<file path="src/rtl/lds_pkg.sv">
// package for the lock detect and status monitor block
package lds_pkg;
    localparam int ADDR_W = 8;
    localparam int DATA_W = 32;
    localparam int DAC_W  = 10;
    localparam int ERR_W  = 8;
    localparam int HITS_W = 16;
    localparam int TMR_W  = 8;
    localparam int RB_W   = 32;

    // register byte addresses
    localparam logic [ADDR_W-1:0] REG_CTRL   = 8'h00;
    localparam logic [ADDR_W-1:0] REG_LOCK   = 8'h04;
    localparam logic [ADDR_W-1:0] REG_TUNE   = 8'h08;
    localparam logic [ADDR_W-1:0] REG_MUX    = 8'h0c;
    localparam logic [ADDR_W-1:0] REG_DIV1   = 8'h10;
    localparam logic [ADDR_W-1:0] REG_DIV2   = 8'h14;
    localparam logic [ADDR_W-1:0] REG_FBCFG  = 8'h18;
    localparam logic [ADDR_W-1:0] REG_CALDIV = 8'h1c;
    localparam logic [ADDR_W-1:0] REG_STATUS = 8'h20;
    localparam logic [ADDR_W-1:0] REG_RBLOAD = 8'h24;

    // timing figures and derived cycle counts (least times round up)
    localparam int CLK_MHZ = 25;
    localparam int CAL_NS  = 10000;
    localparam int CAL_CYC = (CAL_NS * CLK_MHZ + 999) / 1000;
    localparam int LOS0_NS = 1000;
    localparam int LOS1_NS = 2000;
    localparam int LOS2_NS = 4000;
    localparam int LOS3_NS = 8000;
    localparam logic [TMR_W-1:0] LOS0_CYC = TMR_W'((LOS0_NS * CLK_MHZ + 999) / 1000);
    localparam logic [TMR_W-1:0] LOS1_CYC = TMR_W'((LOS1_NS * CLK_MHZ + 999) / 1000);
    localparam logic [TMR_W-1:0] LOS2_CYC = TMR_W'((LOS2_NS * CLK_MHZ + 999) / 1000);
    localparam logic [TMR_W-1:0] LOS3_CYC = TMR_W'((LOS3_NS * CLK_MHZ + 999) / 1000);

    localparam logic [DAC_W-1:0] DAC_NEAR = 10'h002;
    localparam logic [3:0]       PRE_MIN  = 4'h2;
    localparam logic [3:0]       PRE_MAX  = 4'h8;

    typedef enum logic [1:0] {HO_RUN = 2'b01, HO_HOLD = 2'b10} lds_ho_t;

    typedef enum logic [4:0] {
        SEL_LEVEL = 5'h00, SEL_LOCK1, SEL_LOCK2, SEL_BOTH, SEL_HOLD, SEL_DACLK,
        SEL_RAIL, SEL_LOW, SEL_HIGH, SEL_R1, SEL_N1, SEL_R2, SEL_N2,
        SEL_R1H, SEL_N1H, SEL_R2H, SEL_N2H, SEL_LOS, SEL_ACTIVE, SEL_RB
    } lds_sel_t;

    typedef struct packed {
        logic [ADDR_W-1:0] addr;
        logic [DATA_W-1:0] wdata;
        logic              wr;
        logic              rd;
    } lds_bus_t;

    typedef struct packed {
        logic [21:0] rsvd;
        logic        forcedLevel;
        logic [1:0]  lossTimeoutSetting;
        logic        lossDetectEnable;
        logic        railDetectEnable;
        logic        manualTuneSelect;
        logic        trackEnable;
        logic        autoExit;
        logic        forceHoldover;
        logic        holdEnable;
    } lds_ctrl_t;

    typedef struct packed {
        logic [HITS_W-1:0] lockHoldCount;
        logic [7:0]        rsvd;
        logic [ERR_W-1:0]  lockWindowSize;
    } lds_lock_t;

    typedef struct packed {
        logic [1:0]       rsvd;
        logic [DAC_W-1:0] manualTuneValue;
        logic [DAC_W-1:0] highTrip;
        logic [DAC_W-1:0] lowTrip;
    } lds_tune_t;

    typedef struct packed {
        logic [16:0]         rsvd;
        lds_sel_t [2:0]      sel;
    } lds_mux_t;

    typedef struct packed {
        logic [3:0]  rsvd;
        logic [13:0] n1;
        logic [13:0] r1;
    } lds_div1_t;

    typedef struct packed {
        logic [15:0] rsvd;
        logic [3:0]  prescale;
        logic [11:0] r2;
    } lds_div2_t;

    typedef struct packed {
        logic [13:0] rsvd;
        logic [17:0] divide;
    } lds_fb_t;

    typedef struct packed {
        logic [9:0]       rsvd;
        logic [DAC_W-1:0] dacValue;
        logic             calActive;
        logic [2:0]       loss;
        logic             dacHigh;
        logic             dacLow;
        logic             dacRail;
        logic             dacLocked;
        logic             holdover;
        logic             lock2;
        logic             lock1Flag;
        logic             lock1Raw;
    } lds_stat_t;

    typedef struct packed {
        logic [13:0] r1;
        logic [13:0] n1;
        logic [11:0] r2;
        logic [3:0]  prescale;
        logic [17:0] n2;
    } lds_div_cfg_t;

    localparam lds_lock_t LOCK_RST = '{lockHoldCount: 16'h0010, rsvd: 8'h00,
                                       lockWindowSize: 8'h04};

endpackage

</file>
<file path="src/rtl/lds_lock_status.sv">
// lock detect, holdover, DAC flags, status pin muxes and register port
`timescale 1ns/1ns
module lds_lock_status (
    input  wire logic                 clk,
    input  wire logic                 rst,
    input  wire lds_pkg::lds_bus_t    busReq,
    output logic [lds_pkg::DATA_W-1:0] rdData,
    input  wire logic [3:0]           divPulse,
    input  wire logic [2:0]           clkInPin,
    input  wire logic [lds_pkg::DAC_W-1:0] tuneLevel,
    input  wire logic [1:0]           activeInput,
    output logic [2:0]                statusPin,
    output logic [lds_pkg::DAC_W-1:0] tuneDac,
    output logic                      holdover,
    output lds_pkg::lds_div_cfg_t     divCfg
);
    import lds_pkg::*;

    typedef struct packed {
        logic [3:0]            dsA;
        logic [3:0]            dsB;
        logic [3:0]            dsC;
        logic [2:0]            csA;
        logic [2:0]            csB;
        logic [2:0]            csC;
        lds_ctrl_t             ctrl;
        lds_lock_t             lck;
        lds_tune_t             tun;
        lds_mux_t              mux;
        lds_div1_t             div1;
        lds_div2_t             div2;
        lds_fb_t               fb;
        lds_fb_t               cal;
        logic [1:0]            armed;
        logic [1:0]            armR;
        logic [1:0][ERR_W-1:0] err;
        logic [1:0][HITS_W-1:0] hits;
        logic [1:0]            lock;
        lds_ho_t               ho;
        logic [DAC_W-1:0]      dac;
        logic                  dLow;
        logic                  dHigh;
        logic                  dRail;
        logic                  dLocked;
        logic [3:0]            half;
        logic [2:0][TMR_W-1:0] tmr;
        logic [2:0]            los;
        logic [8:0]            calCnt;
        logic [17:0]           n2Out;
        logic [RB_W-1:0]       rb;
        logic [5:0]            rbCnt;
        logic [2:0]            pins;
        logic [DATA_W-1:0]     rdata;
    } lds_st_t;

    lds_st_t          q;
    lds_st_t          d;
    logic [3:0]       dEdge;
    logic [2:0]       cEdge;
    logic [1:0]       cmp;
    logic [1:0]       inWin;
    logic             lock1Flag;
    logic             railCond;
    logic [TMR_W-1:0] losLimit;
    lds_stat_t        stat;
    lds_div2_t        div2W;
    logic             pv;
    logic [DAC_W-1:0] diff;

    // next-state logic for the whole block
    always_comb begin
        d = q;
        // pin inputs pass two flops; the third only serves edge detection
        d.dsA = divPulse;
        d.dsB = q.dsA;
        d.dsC = q.dsB;
        d.csA = clkInPin;
        d.csB = q.csA;
        d.csC = q.csB;
        dEdge = q.dsB & ~q.dsC;
        cEdge = q.csB & ~q.csC;
        cmp = '0;
        inWin = '0;

        // per loop phase window detector, reference edge index 2l, feedback 2l+1
        for (int l = 0; l < 2; l++) begin
            if (dEdge[2*l] && dEdge[2*l+1]) begin
                cmp[l] = 1'b1;
                inWin[l] = q.lck.lockWindowSize != '0;
                d.armed[l] = 1'b0;
            end else if (dEdge[2*l] || dEdge[2*l+1]) begin
                if (q.armed[l] && (q.armR[l] != dEdge[2*l])) begin
                    cmp[l] = 1'b1;
                    inWin[l] = q.err[l] < q.lck.lockWindowSize;
                    d.armed[l] = 1'b0;
                end else begin
                    // first edge arms; same edge twice: the other side is missing a whole period
                    cmp[l] = q.armed[l];
                    d.armed[l] = 1'b1;
                    d.armR[l] = dEdge[2*l];
                    d.err[l] = '0;
                end
            end else if (q.armed[l] && q.err[l] != '1) begin
                d.err[l] = q.err[l] + 1'b1;
            end
            if (cmp[l] && inWin[l]) begin
                if (q.hits[l] < q.lck.lockHoldCount) begin
                    d.hits[l] = q.hits[l] + 1'b1;
                end
                d.lock[l] = d.hits[l] >= q.lck.lockHoldCount;
            end else if (cmp[l]) begin
                d.hits[l] = '0;
                d.lock[l] = 1'b0;
            end
        end

        d.dLow = tuneLevel < q.tun.lowTrip;
        d.dHigh = tuneLevel > q.tun.highTrip;
        d.dRail = d.dLow || d.dHigh;
        diff = (q.dac > tuneLevel) ? q.dac - tuneLevel : tuneLevel - q.dac;
        d.dLocked = q.ctrl.trackEnable && diff <= DAC_NEAR;
        railCond = q.ctrl.railDetectEnable && q.dRail;

        // holdover state; entry on force, lock loss or rail, exit by host or auto
        unique case (q.ho)
            HO_RUN: begin
                if (q.ctrl.holdEnable &&
                    (q.ctrl.forceHoldover || railCond || (q.lock[0] && !d.lock[0]))) begin
                    d.ho = HO_HOLD;
                end
            end
            HO_HOLD: begin
                if (!q.ctrl.holdEnable) begin
                    d.ho = HO_RUN;
                end else if (q.ctrl.autoExit && q.lock[0] && !q.ctrl.forceHoldover &&
                             !railCond) begin
                    d.ho = HO_RUN;
                end
            end
            default: d.ho = HO_RUN;
        endcase

        // DAC steps one LSB per reference period while tracking; holdover with manual select loads the manual value at once
        if (q.ho == HO_HOLD) begin
            if (q.ctrl.manualTuneSelect) begin
                d.dac = q.tun.manualTuneValue;
            end
        end else if (q.ctrl.trackEnable && dEdge[0]) begin
            if (q.dac < tuneLevel) begin
                d.dac = q.dac + 1'b1;
            end else if (q.dac > tuneLevel) begin
                d.dac = q.dac - 1'b1;
            end
        end

        for (int i = 0; i < 4; i++) begin
            if (dEdge[i]) begin
                d.half[i] = ~q.half[i];
            end
        end

        unique case (q.ctrl.lossTimeoutSetting)
            2'h0: losLimit = LOS0_CYC;
            2'h1: losLimit = LOS1_CYC;
            2'h2: losLimit = LOS2_CYC;
            default: losLimit = LOS3_CYC;
        endcase
        for (int i = 0; i < 3; i++) begin
            if (cEdge[i]) begin
                d.tmr[i] = '0;
            end else if (q.tmr[i] < losLimit) begin
                d.tmr[i] = q.tmr[i] + 1'b1;
            end
            d.los[i] = q.ctrl.lossDetectEnable && d.tmr[i] >= losLimit;
        end

        if (q.calCnt != '0) begin
            d.calCnt = q.calCnt - 1'b1;
        end
        d.n2Out = (q.calCnt != '0) ? q.cal.divide : q.fb.divide;

        // readback shifts MSB first, one bit per clock
        if (q.rbCnt != '0) begin
            d.rb = {q.rb[RB_W-2:0], 1'b0};
            d.rbCnt = q.rbCnt - 1'b1;
        end

        lock1Flag = q.lock[0] && q.ho != HO_HOLD;
        stat = '0;
        stat.lock1Raw = q.lock[0];
        stat.lock1Flag = lock1Flag;
        stat.lock2 = q.lock[1];
        stat.holdover = q.ho == HO_HOLD;
        stat.dacLocked = q.dLocked;
        stat.dacRail = q.dRail;
        stat.dacLow = q.dLow;
        stat.dacHigh = q.dHigh;
        stat.loss = q.los;
        stat.calActive = q.calCnt != '0;
        stat.dacValue = q.dac;

        // status pin muxes, registered so the pins never glitch
        for (int i = 0; i < 3; i++) begin
            pv = 1'b0;
            unique case (q.mux.sel[i])
                SEL_LEVEL: pv = q.ctrl.forcedLevel;
                SEL_LOCK1: pv = lock1Flag;
                SEL_LOCK2: pv = q.lock[1];
                SEL_BOTH: pv = lock1Flag && q.lock[1];
                SEL_HOLD: pv = q.ho == HO_HOLD;
                SEL_DACLK: pv = q.dLocked;
                SEL_RAIL: pv = q.dRail;
                SEL_LOW: pv = q.dLow;
                SEL_HIGH: pv = q.dHigh;
                SEL_R1: pv = dEdge[0];
                SEL_N1: pv = dEdge[1];
                SEL_R2: pv = dEdge[2];
                SEL_N2: pv = dEdge[3];
                SEL_R1H: pv = q.half[0];
                SEL_N1H: pv = q.half[1];
                SEL_R2H: pv = q.half[2];
                SEL_N2H: pv = q.half[3];
                SEL_LOS: pv = q.los[i];
                SEL_ACTIVE: pv = activeInput == 2'(i);
                SEL_RB: pv = (q.rbCnt != '0) && q.rb[RB_W-1];
                default: pv = 1'b0;
            endcase
            d.pins[i] = pv;
        end

        // register writes; reserved bits are stored as zero
        div2W = lds_div2_t'(busReq.wdata);
        if (busReq.wr) begin
            case (busReq.addr)
                REG_CTRL: begin
                    d.ctrl = lds_ctrl_t'(busReq.wdata);
                    d.ctrl.rsvd = '0;
                end
                REG_LOCK: begin
                    d.lck = lds_lock_t'(busReq.wdata);
                    d.lck.rsvd = '0;
                end
                REG_TUNE: begin
                    d.tun = lds_tune_t'(busReq.wdata);
                    d.tun.rsvd = '0;
                end
                REG_MUX: begin
                    d.mux = lds_mux_t'(busReq.wdata);
                    d.mux.rsvd = '0;
                end
                REG_DIV1: begin
                    d.div1 = lds_div1_t'(busReq.wdata);
                    d.div1.rsvd = '0;
                end
                REG_DIV2: begin
                    d.div2 = div2W;
                    d.div2.rsvd = '0;
                    if (div2W.prescale < PRE_MIN) begin
                        d.div2.prescale = PRE_MIN;
                    end else if (div2W.prescale > PRE_MAX) begin
                        d.div2.prescale = PRE_MAX;
                    end
                end
                REG_FBCFG: begin
                    d.fb = lds_fb_t'(busReq.wdata);
                    d.fb.rsvd = '0;
                    d.calCnt = 9'(CAL_CYC);
                end
                REG_CALDIV: begin
                    d.cal = lds_fb_t'(busReq.wdata);
                    d.cal.rsvd = '0;
                end
                REG_RBLOAD: begin
                    d.rb = RB_W'(stat);
                    d.rbCnt = 6'(RB_W);
                end
                default: ;
            endcase
        end

        // read data stands in the cycle after the strobe only
        d.rdata = '0;
        if (busReq.rd) begin
            case (busReq.addr)
                REG_CTRL: d.rdata = q.ctrl;
                REG_LOCK: d.rdata = q.lck;
                REG_TUNE: d.rdata = q.tun;
                REG_MUX: d.rdata = q.mux;
                REG_DIV1: d.rdata = q.div1;
                REG_DIV2: d.rdata = q.div2;
                REG_FBCFG: d.rdata = q.fb;
                REG_CALDIV: d.rdata = q.cal;
                REG_STATUS: d.rdata = stat;
                default: d.rdata = '0;
            endcase
        end
    end

    // state register with constant reset values
    always_ff @(posedge clk) begin
        if (rst) begin
            q <= '0;
            q.ho <= HO_RUN;
            q.lck <= LOCK_RST;
            q.div2.prescale <= PRE_MIN;
        end else begin
            q <= d;
        end
    end

    assign rdData = q.rdata;
    assign statusPin = q.pins;
    assign tuneDac = q.dac;
    assign holdover = q.ho == HO_HOLD;
    assign divCfg = '{r1: q.div1.r1, n1: q.div1.n1, r2: q.div2.r2,
                      prescale: q.div2.prescale, n2: q.n2Out};
endmodule

</file>
<file path="config.mk">
export PLATFORM = sky130hd
export DESIGN_NAME = lds_lock_status
export DESIGN_NICKNAME = d
export VERILOG_FILES = /design/src/rtl/lds_pkg.sv /design/src/rtl/lds_lock_status.sv
export SDC_FILE = /design/constraint.sdc
export NUM_CORES = 1
export LEC_CHECK = 0
export ABC_AREA = 1
export BUFFER_PORTS_ARGS = -buffer_cell sky130_fd_sc_hd__buf_4
export CORE_MARGIN = 2
export CORE_UTILIZATION = 38
export CTS_CLUSTER_DIAMETER = 60
export CTS_CLUSTER_SIZE = 10
export DETAILED_ROUTE_END_ITERATION = 8
export GPL_TIMING_DRIVEN = 0
export SLEW_MARGIN = 0
export SYNTH_ARGS = -nofsm -noshare
export SYNTH_HDL_FRONTEND = slang
export SYNTH_SLANG_ARGS = --single-unit
</file>
<file path="constraint.sdc">
create_clock -name clk -period 4.3 [get_ports clk]
set_input_delay 0.86 -clock clk [delete_from_list [all_inputs] [get_ports clk]]
set_output_delay 0.86 -clock clk [all_outputs]
set_load 0.01 [all_outputs]
</file>
==> impl_metrics.ini, run 1 <==
[pwr]
ir_drop_v = 0.000267
power_mw = 9.44
leakage_nw = 11.4
powerDensity_nw_per_um2 = 369

[route]
routed_wl_mm = 79.5
first_pass_iters = 5
drcViolationCount = 0
drtIter0Drc = 2003
detail-route-antenna-nets = 0
vias_per_cell = 5.29
wire_per_inst_um = 19.5
vias = 21600

[floorplan]
initial_core_util_pct = 38.3
rows = 88
design.die.area_um2 = 60100
die_x_um = 245
design.core.area_um2 = 57600
die_h_um = 245
io_pins = 171

[critical_path]
cpMaxStageDelayCell = ha_2
max_stage_delay_ns = 0.55
crit_required_ns = 4.78
endpoint_kind = register
ff2ff_path_depth = 17
cp.arrival_ns = 4.41
crit_buf_inv = 4
startpoint_type = register
r2r_slack_ns = 0.37
critical_path_class = reg2reg
cp_cell_sequence = inv_1, ha_2, inv_1, ha_1, a21oi_1, o21a_1, nand2_1, inv_1, o21ai_0, nor2_1, ha_1, a21oi_1, o21ai_0, nand2_1, o2111ai_1, nand2_1, inv_1
cp.depth = 17
cp_top_family = adder cells
cpMostUsedCell = inv_1
cp_max_fo = 9

[synth]
ys_warn_count = 0
synthTopCellsByCount = nand2_1, inv_1, dfxtp_1
syn_area_um2 = 22100
ys_ff_latch = 381
async_flop_share_pct = 0
synth_area_leaders = dfxtp_1, ha_1, nand2_1
syn_nets = 3340
yosysMostFrequentCell = nand2_1
synth_top_area_share_pct = 34.5
seq_area_frac_synth_pct = 34.5
synth_cell_types = 58
synth_edf_count = 0
netlist_instances = 3093
ys.flop_type = dfxtp_1
postSynthAreaPerCell_um2 = 7.14
yosysTopAreaCell = dfxtp_1

[global_route]
grt_pass1_wl_mm = 120
top_usage_layer = met2
use_met1_pct = 34.4
grt_remaining_overflow = 0
use_met2_pct = 41.3
grt_max_degree = 19
grt_pass1_vias = 20000
antenna_found_initial = 1
grtUsageMet3_pct = 3.86
grt_util_all_layers_pct = 26.0

[outcome]
status = finished, final reports clean

[final_layout]
syn_to_final_growth_pct = 15.9
num-fill-cells = 5965
final_util_pct = 44.4
finalNonFillerCells = 4088
nNetsFinal = 3557
drive_gt1_share_pct = 12.0

[timing]
slew_headroom_pct = 18.0
worst_slack_ns = 0.370
max_slew.worst_pin.slew_ns = 1.23
fin_worst_skew_ns = 0.0321
fin_crit_sh_pct = 91.4
setup_viol = 0
maxClockFrequency_mhz = 254
rsz0062_at_grt = false
fin_setup_tns_ns = 0
hold_viol_final = 0
finalCriticalPeriod_ns = 3.93
drv_slew = 0

[clock_tree]
hold_buffers = 0
numClockSinks = 381
cts_tree = done
cts_buffers = 46
clk_latency_ns = 0.61
cts-root-buf = clkbuf_16
cts_resized = 0
cts.path.max_buffers = 3
htreeDepth = 2
cts_setup_buffers = 0
clk_pin_slew_ns = 0.05

[flow_run]
maxCapViolCount = 0

[place]
gp_congestion = 0.990
place_inst = 4027
port_buffers = 169
pre_cts_ws_ns = 0.334
dp_hpwl_mm = 61.1

[min_path]
hold_path_depth = 2
holdCritPathClass = reg2reg
==> cell families (layout without fill, tap and decap cells) <==
| kind of cell | after synthesis | in the layout | share of synthesized area [%] |
|---|---|---|---|
| mux | 17 | 17 | 0.771 |
| flops | 381 | 381 | 34.5 |
| xor+xnor | 53 | 53 | 2.10 |
| fa+ha+maj | 184 | 184 | 10.5 |
| compound gates | 769 | 769 | 18.9 |
| simple gates | 1057 | 1057 | 20.3 |
| other cells | 0 | 1 | 0 |
| buf+inv | 632 | 861 | 12.8 |
==> layer usage <==
metal	vias to the layer above	share of wire, %	wire, µm
met5	-	0.016	13
met4	2	5.2	4170
met3	200	7.3	5800
met2	884	44	34900
met1	9950	44	34700
li1	10600	-	-
==> final timing paths <==
path | startpoint | endpoint
max | q[433] | q[100]
min | d[471] | d[467]
max reg2reg | q[433] | q[100]
min reg2reg | d[471] | d[467]
==> power by group <==
part | switching (mW) | internal [mW] | leakage (nW)
logic | 1.31 | 0.764 | 7.73
registers | 0.134 | 3.73 | 3.08
clock network | 1.56 | 1.94 | 0.617
==> area by class of cell <==
| class | count | area (µm²) | area share (%) |
|---|---|---|---|
| inverter | 417 | 1570 | 6.13 |
| buffer | 215 | 1250 | 4.90 |
| tap | 765 | 957 | 3.74 |
| sequential | 381 | 7630 | 29.8 |
| timing repair buffer | 169 | 1270 | 4.96 |
| clock buffer | 52 | 1180 | 4.63 |
| clock inverter | 8 | 96.3 | 0.376 |
| multi-input combinational | 2080 | 11600 | 45.5 |
| antenna | 1 | 2.50 | 0.00978 |
==> cells in the final DEF, fill, tap and decap left out, drive strengths merged, types with 26 or more instances in the layout <==
cell and instances:
ha 181, dfxtp 381, inv 415, buf 306, xor2 44, o22ai 49, a21oi 346, clkbuf 130
nor2 273, nand2 506, nor3 59, o21ai 286, nand4 26, nand3 175
==> sequential cells by signal, indices dropped and copies added, names as in the netlist <==
| name | flops |
|---|---|
| divCfg | 62 |
| rdData | 32 |
| tuneDac | 10 |
| d | 14 |
| q | 260 |
| statusPin | 3 |
==> worst reg2reg max path, stage by stage, from the launching register on <==
cell and delay [ns]:
dfxtp_1 0.48, inv_1 0.33, ha_2 0.55, inv_1 0.19, ha_1 0.34, a21oi_1 0.07
o21a_1 0.17, nand2_1 0.23, inv_1 0.22, o21ai_0 0.26, nor2_1 0.09, ha_1 0.32
a21oi_1 0.14, o21ai_0 0.08, nand2_1 0.06, o2111ai_1 0.16, nand2_1 0.10, inv_1 0.04
==> through the flow <==
stage | hold slack [ns] | instance area [µm²]
after global routing | 0.417 | 25600
after global placement | 0.393 | 24300
after detailed placement | 0.396 | 24300
after floorplan | 0.388 | 22100
final | 0.400 | 25600
after CTS | 0.403 | 25600
Power figures use the tool's default switching activity.
==> run 2, diff against run 1 <==
- CORE_UTILIZATION: 38 -> 53
- MAX_ROUTING_LAYER: unset -> met4
- PLACE_DENSITY: unset -> 0.72
- RECOVER_POWER: unset -> 50
==> run 2 against run 1 <==
  * Sequential share of layout area increased by 0.65 points
  * Global-route usage increased by 10 points
  * Non-clock buffer count increased by 3
  * Critical path type unchanged
==> impl_metrics.ini, run 2 (synthesis gave the netlist of run 1 again) <==
[place]
dp_hpwl_mm = 59.7
post_dp_cell_area_um2 = 24000
gp_congestion = 1.02
port_buffers = 169
pre_cts_ws_ns = 0.187

[clock_tree]
cts_buffers = 46
cts.path.max_buffers = 3
numClockSinks = 381
cts_tree = done
cts-root-buf = clkbuf_16
clk_pin_slew_ns = 0.06
htreeDepth = 2
clk_latency_ns = 0.63
hold_buffers = 0

[floorplan]
die_h_um = 208
initial_core_util_pct = 53.8
design.die.area_um2 = 43300
io_pins = 171
die_x_um = 208
design.core.area_um2 = 41000
rows = 74

[route]
detail-route-antenna-nets = 0
drcViolationCount = 0
first_pass_iters = 6
vias_per_cell = 5.73
drtIter0Drc = 2263
routed_wl_mm = 77.9
vias = 22100
wire_per_inst_um = 20.2

[critical_path]
startpoint_type = register
cp.arrival_ns = 4.54
critical_path_class = reg2reg
endpoint_kind = register
crit_required_ns = 4.78
cp_max_fo = 10

[pwr]
powerDensity_nw_per_um2 = 378
seqPwrFrac_pct = 41.0
ir_drop_v = 0.000378
pwr-share-clk_pct = 37.6
leakage_nw = 11.1
switching_share_pct = 31.7
internal_power_mw = 6.46
p_switching_mw = 3.00
combPwrFrac_pct = 21.4

[timing]
hold_viol_final = 0
finalCriticalPeriod_ns = 4.06
maxClockFrequency_mhz = 246
fin_setup_tns_ns = 0
drv_slew = 0
slew_headroom_pct = 17.6
rsz0062_at_grt = false
setup_viol = 0
fin_crit_sh_pct = 94.4
max_slew.worst_pin.slew_ns = 1.24
fin_worst_skew_ns = 0.0393
worst_slack_ns = 0.239

[final_layout]
layout_commonest_cell = nand2_1
final_cell_mix = nand2_1, inv_1, dfxtp_1
syn_to_final_growth_pct = 13.4
fin_area_um2 = 25000
nNetsFinal = 3560
regMostFlops = q
largest_reg_flops = 260
drive_gt1_share_pct = 9.48

[min_path]
holdCritPathClass = reg2reg

[global_route]
grt_pass1_wl_mm = 118
grt_pass1_vias = 20800
antenna_found_initial = 2
grt_max_degree = 19
grt_util_all_layers_pct = 36.1
grt_remaining_overflow = 0

[flow_run]
maxCapViolCount = 0

[outcome]
status = finished, final reports clean
==> run 2: power by group through the flow <==
stage | Combinational [mW] | Clock (mW) | Sequential [mW]
after floorplan | 1.43 | 0 | 3.90
after global placement | 1.96 | 0 | 3.93
after detailed placement | 2.03 | 0 | 3.94
after CTS | 2.05 | 3.60 | 3.87
after global routing | 2.28 | 3.72 | 3.89
final | 2.03 | 3.56 | 3.87
==> run 2: per-layer routing <==
layer	vias up	GRT usage [%]	wire length (µm)	part of all wire, %
met1	10300	45.6	32600	42
li1	10600	-	-	-
met4	0	17.3	3960	5.1
met5	-	-	0	0
met3	234	5.89	6330	8.1
met2	1013	56.4	35000	45
==> run 2: final timing paths <==
check | to | cells after the start | startpoint | slack [ns]
max | q[146] | 21 | q[424] | 0.24
min | d[468] | 2 | d[472] | 0.40
max reg2reg | q[146] | 21 | q[424] | 0.24
min reg2reg | d[468] | 2 | d[472] | 0.40
==> run 2: critical path, cell delays in order, from the launching register on <==
cell     delay [ns]
dfxtp_1        0.30
inv_1          0.29
ha_1           0.32
nand2_1        0.09
inv_1          0.05
nand3_1        0.08
inv_1          0.05
a21oi_1        0.71
buf_2          0.37
nand3_1        0.13
nand2_1        0.13
inv_1          0.05
ha_1           0.26
nand2_1        0.06
nor4_1         0.45
nand2_1        0.09
nand3_1        0.14
nand2_1        0.08
nand3_1        0.09
nand2_1        0.05
nand2_1        0.08
a21oi_1        0.06
==> run 2: final cells by class <==
| cell class | count | area (µm²) |
|---|---|---|
| Timing Repair Buffer | 172 | 1070 |
| Clock buffer | 48 | 1170 |
| Tap cell | 532 | 666 |
| Antenna cell | 1 | 2.50 |
| Clock inverter | 9 | 141 |
| Inverter | 417 | 1570 |
| Multi-Input combinational cell | 2080 | 11600 |
| Sequential cell | 381 | 7630 |
| Buffer | 215 | 1210 |
| Fill cell | 3870 | 16000 |
==> run 2: repair_timing <==
action / CTS / global route
setup buffers: 0 / 3
gates resized for setup: 0 / 2
endpoints found under the setup margin: 0 / 3
==> run 2: through the flow <==
stage          utilization [%]  cells  power (mW)  hold WS (ns)
2_1_floorplan                -   3093        5.33         0.388
3_3_place_gp              58.6   3794        5.89         0.390
3_5_place_dp              58.6   3794        5.97         0.394
4_1_cts                   61.7   3851        9.52         0.401
5_1_grt                   61.1   3855        9.90         0.408
6_report                  61.1   3855        9.46         0.399
==> run 3, diff against run 2 <==
- CORE_UTILIZATION: 53 -> 61
- PLACE_DENSITY: 0.72 -> 0.81
==> run 3 against run 2 <==
  * Combinational power is 3% higher
  * Clock power is 4% lower
  * Utilization is 8.8 points higher
  * Clock skew is 0.012 ns lower
  * Flip-flop and latch count stayed put
  * Total power is 0.96% lower
  * Via count is 3.2% higher
  * Global-route usage is 4.9 points higher
  * First-iteration DRC count is 6.3% higher
  * Cell count is 1.9% lower
==> impl_metrics.ini, run 3 (synthesis gave the netlist of run 1 again) <==
[outcome]
status = finished, final reports clean

[timing]
drv_slew = 0
slew_headroom_pct = 18.9
max_slew.worst_pin.slew_ns = 1.22
setup_viol = 0
maxClockFrequency_mhz = 243
fin_crit_sh_pct = 95.8
finalCriticalPeriod_ns = 4.12
hold_viol_final = 0
fin_hold_ws_ns = 0.407
worst_slack_ns = 0.182
fin_worst_skew_ns = 0.0278
fin_setup_tns_ns = 0

[pwr]
internal_power_mw = 6.35
switching_share_pct = 32.2
combPwrFrac_pct = 22.3
powerDensity_nw_per_um2 = 377
p_switching_mw = 3.02
ir_drop_v = 0.000662
leakage_nw = 11.1
seqPwrFrac_pct = 41.4
pwr-share-clk_pct = 36.3

[critical_path]
cpMostUsedCell = nand2_1
max_stage_delay_ns = 0.69
endpoint_kind = register
critical_path_class = reg2reg
cpMaxStageDelayCell = a21oi_1
cp.arrival_ns = 4.60
cp_cell_sequence = inv_1, ha_1, a21oi_1, o21ai_0, a21oi_1, buf_2, nand3_1, nand2_1, inv_1, ha_1, nand2_1, nor4_1, nand2_1, nand3_1, nand2_1, nand3_1, nand2_1, nand2_1, a21oi_1
crit_required_ns = 4.78
startpoint_type = register
cp_max_fo = 10

[final_layout]
final_cell_mix = nand2_1, inv_1, dfxtp_1
final_util_pct = 69.9
largest_reg_flops = 260
drive_gt1_share_pct = 9.19
layout_commonest_cell = nand2_1
nNetsFinal = 3559
syn_to_final_growth_pct = 12.6
regMostFlops = q
fin_area_um2 = 24900

[floorplan]
die_h_um = 194
io_pins = 171
design.die.area_um2 = 37700
rows = 69
die_x_um = 194
design.core.area_um2 = 35600
initial_core_util_pct = 62.1

[place]
gp_congestion = 1.06
dp_hpwl_mm = 58.1
port_buffers = 169
pre_cts_ws_ns = 0.181
post_dp_cell_area_um2 = 23900

[route]
routed_wl_mm = 77.3
drcViolationCount = 0
vias = 22800
drtIter0Drc = 2405
first_pass_iters = 8
vias_per_cell = 6.03
detail-route-antenna-nets = 0
wire_per_inst_um = 20.4

[clock_tree]
cts_buffers = 45
htreeDepth = 2
hold_buffers = 0
cts_tree = done
cts.path.max_buffers = 3
clk_latency_ns = 0.60
clk_pin_slew_ns = 0.06
numClockSinks = 381
cts-root-buf = clkbuf_16

[global_route]
grt_util_all_layers_pct = 41.0
antenna_found_initial = 1
grt_pass1_wl_mm = 118
grt_remaining_overflow = 0
grt_pass1_vias = 21500
grt_max_degree = 19

[flow_run]
maxCapViolCount = 0

[min_path]
holdCritPathClass = reg2reg
-- run 3: cell count changes in the layout (fill, tap and decap cells not counted), sizes merged --
cell      before  now
clkinv         7    6
diode          1    3
clkinvlp       2    1
bufinv         1    0
buf          195  196
clkbuf       240  239
-- run 3: through the flow --
step	cells	power, mW
floorplan	3093	5.33
global placement	3723	5.87
detailed placement	3723	5.99
CTS	3777	9.35
global route	3782	9.75
finish	3783	9.36
-- run 3: worst paths after layout --
path / start / cells past startpoint / to / slack [ns]
max: q[418] / 19 / q[146] / 0.18
min: d[462] / 2 / d[459] / 0.41
max reg2reg: q[418] / 19 / q[146] / 0.18
min reg2reg: d[462] / 2 / d[459] / 0.41
-- run 3: timing repair --
| action | in CTS | in global routing |
|---|---|---|
| resized for setup | 0 | 3 |
| setup buffers | 0 | 3 |
| endpoints found under the setup margin | 0 | 2 |
-- run 3: final cells by class --
cell class                 count  area, µm²
sequential                   381       7630
multi-input combinational   2080      11600
clock buffer                  48       1140
timing repair buffer         172       1040
fill                        3038      10700
antenna                        3       7.51
tap                          461        577
inverter                     417       1570
buffer                       215       1220
clock inverter                 6       91.3
-- run 3: worst max-delay path: cells and delay by family (launching register included) --
family | cells | cell delay, ns
flops | 1 | 0.29
simple gates | 10 | 1.39
compound gates | 4 | 1.05
fa+ha+maj | 2 | 0.59
buf+inv | 3 | 0.68
-- run 3: per-layer routing --
metal,vias to the layer above,track usage [%],share of wire (%)
met5,-,-,0
met4,0,23.5,6.4
met3,320,8.68,11
met2,1319,63.8,44
met1,10600,49.2,39
li1,10600,-,-
-- run 3: power by group through the flow --
stage | clock (mW) | sequential (mW) | combinational (mW)
after floorplan | 0 | 3.90 | 1.43
after detailed placement | 0 | 3.94 | 2.05
after global placement | 0 | 3.93 | 1.94
after global routing | 3.52 | 3.89 | 2.33
final | 3.40 | 3.88 | 2.09
after CTS | 3.40 | 3.87 | 2.08
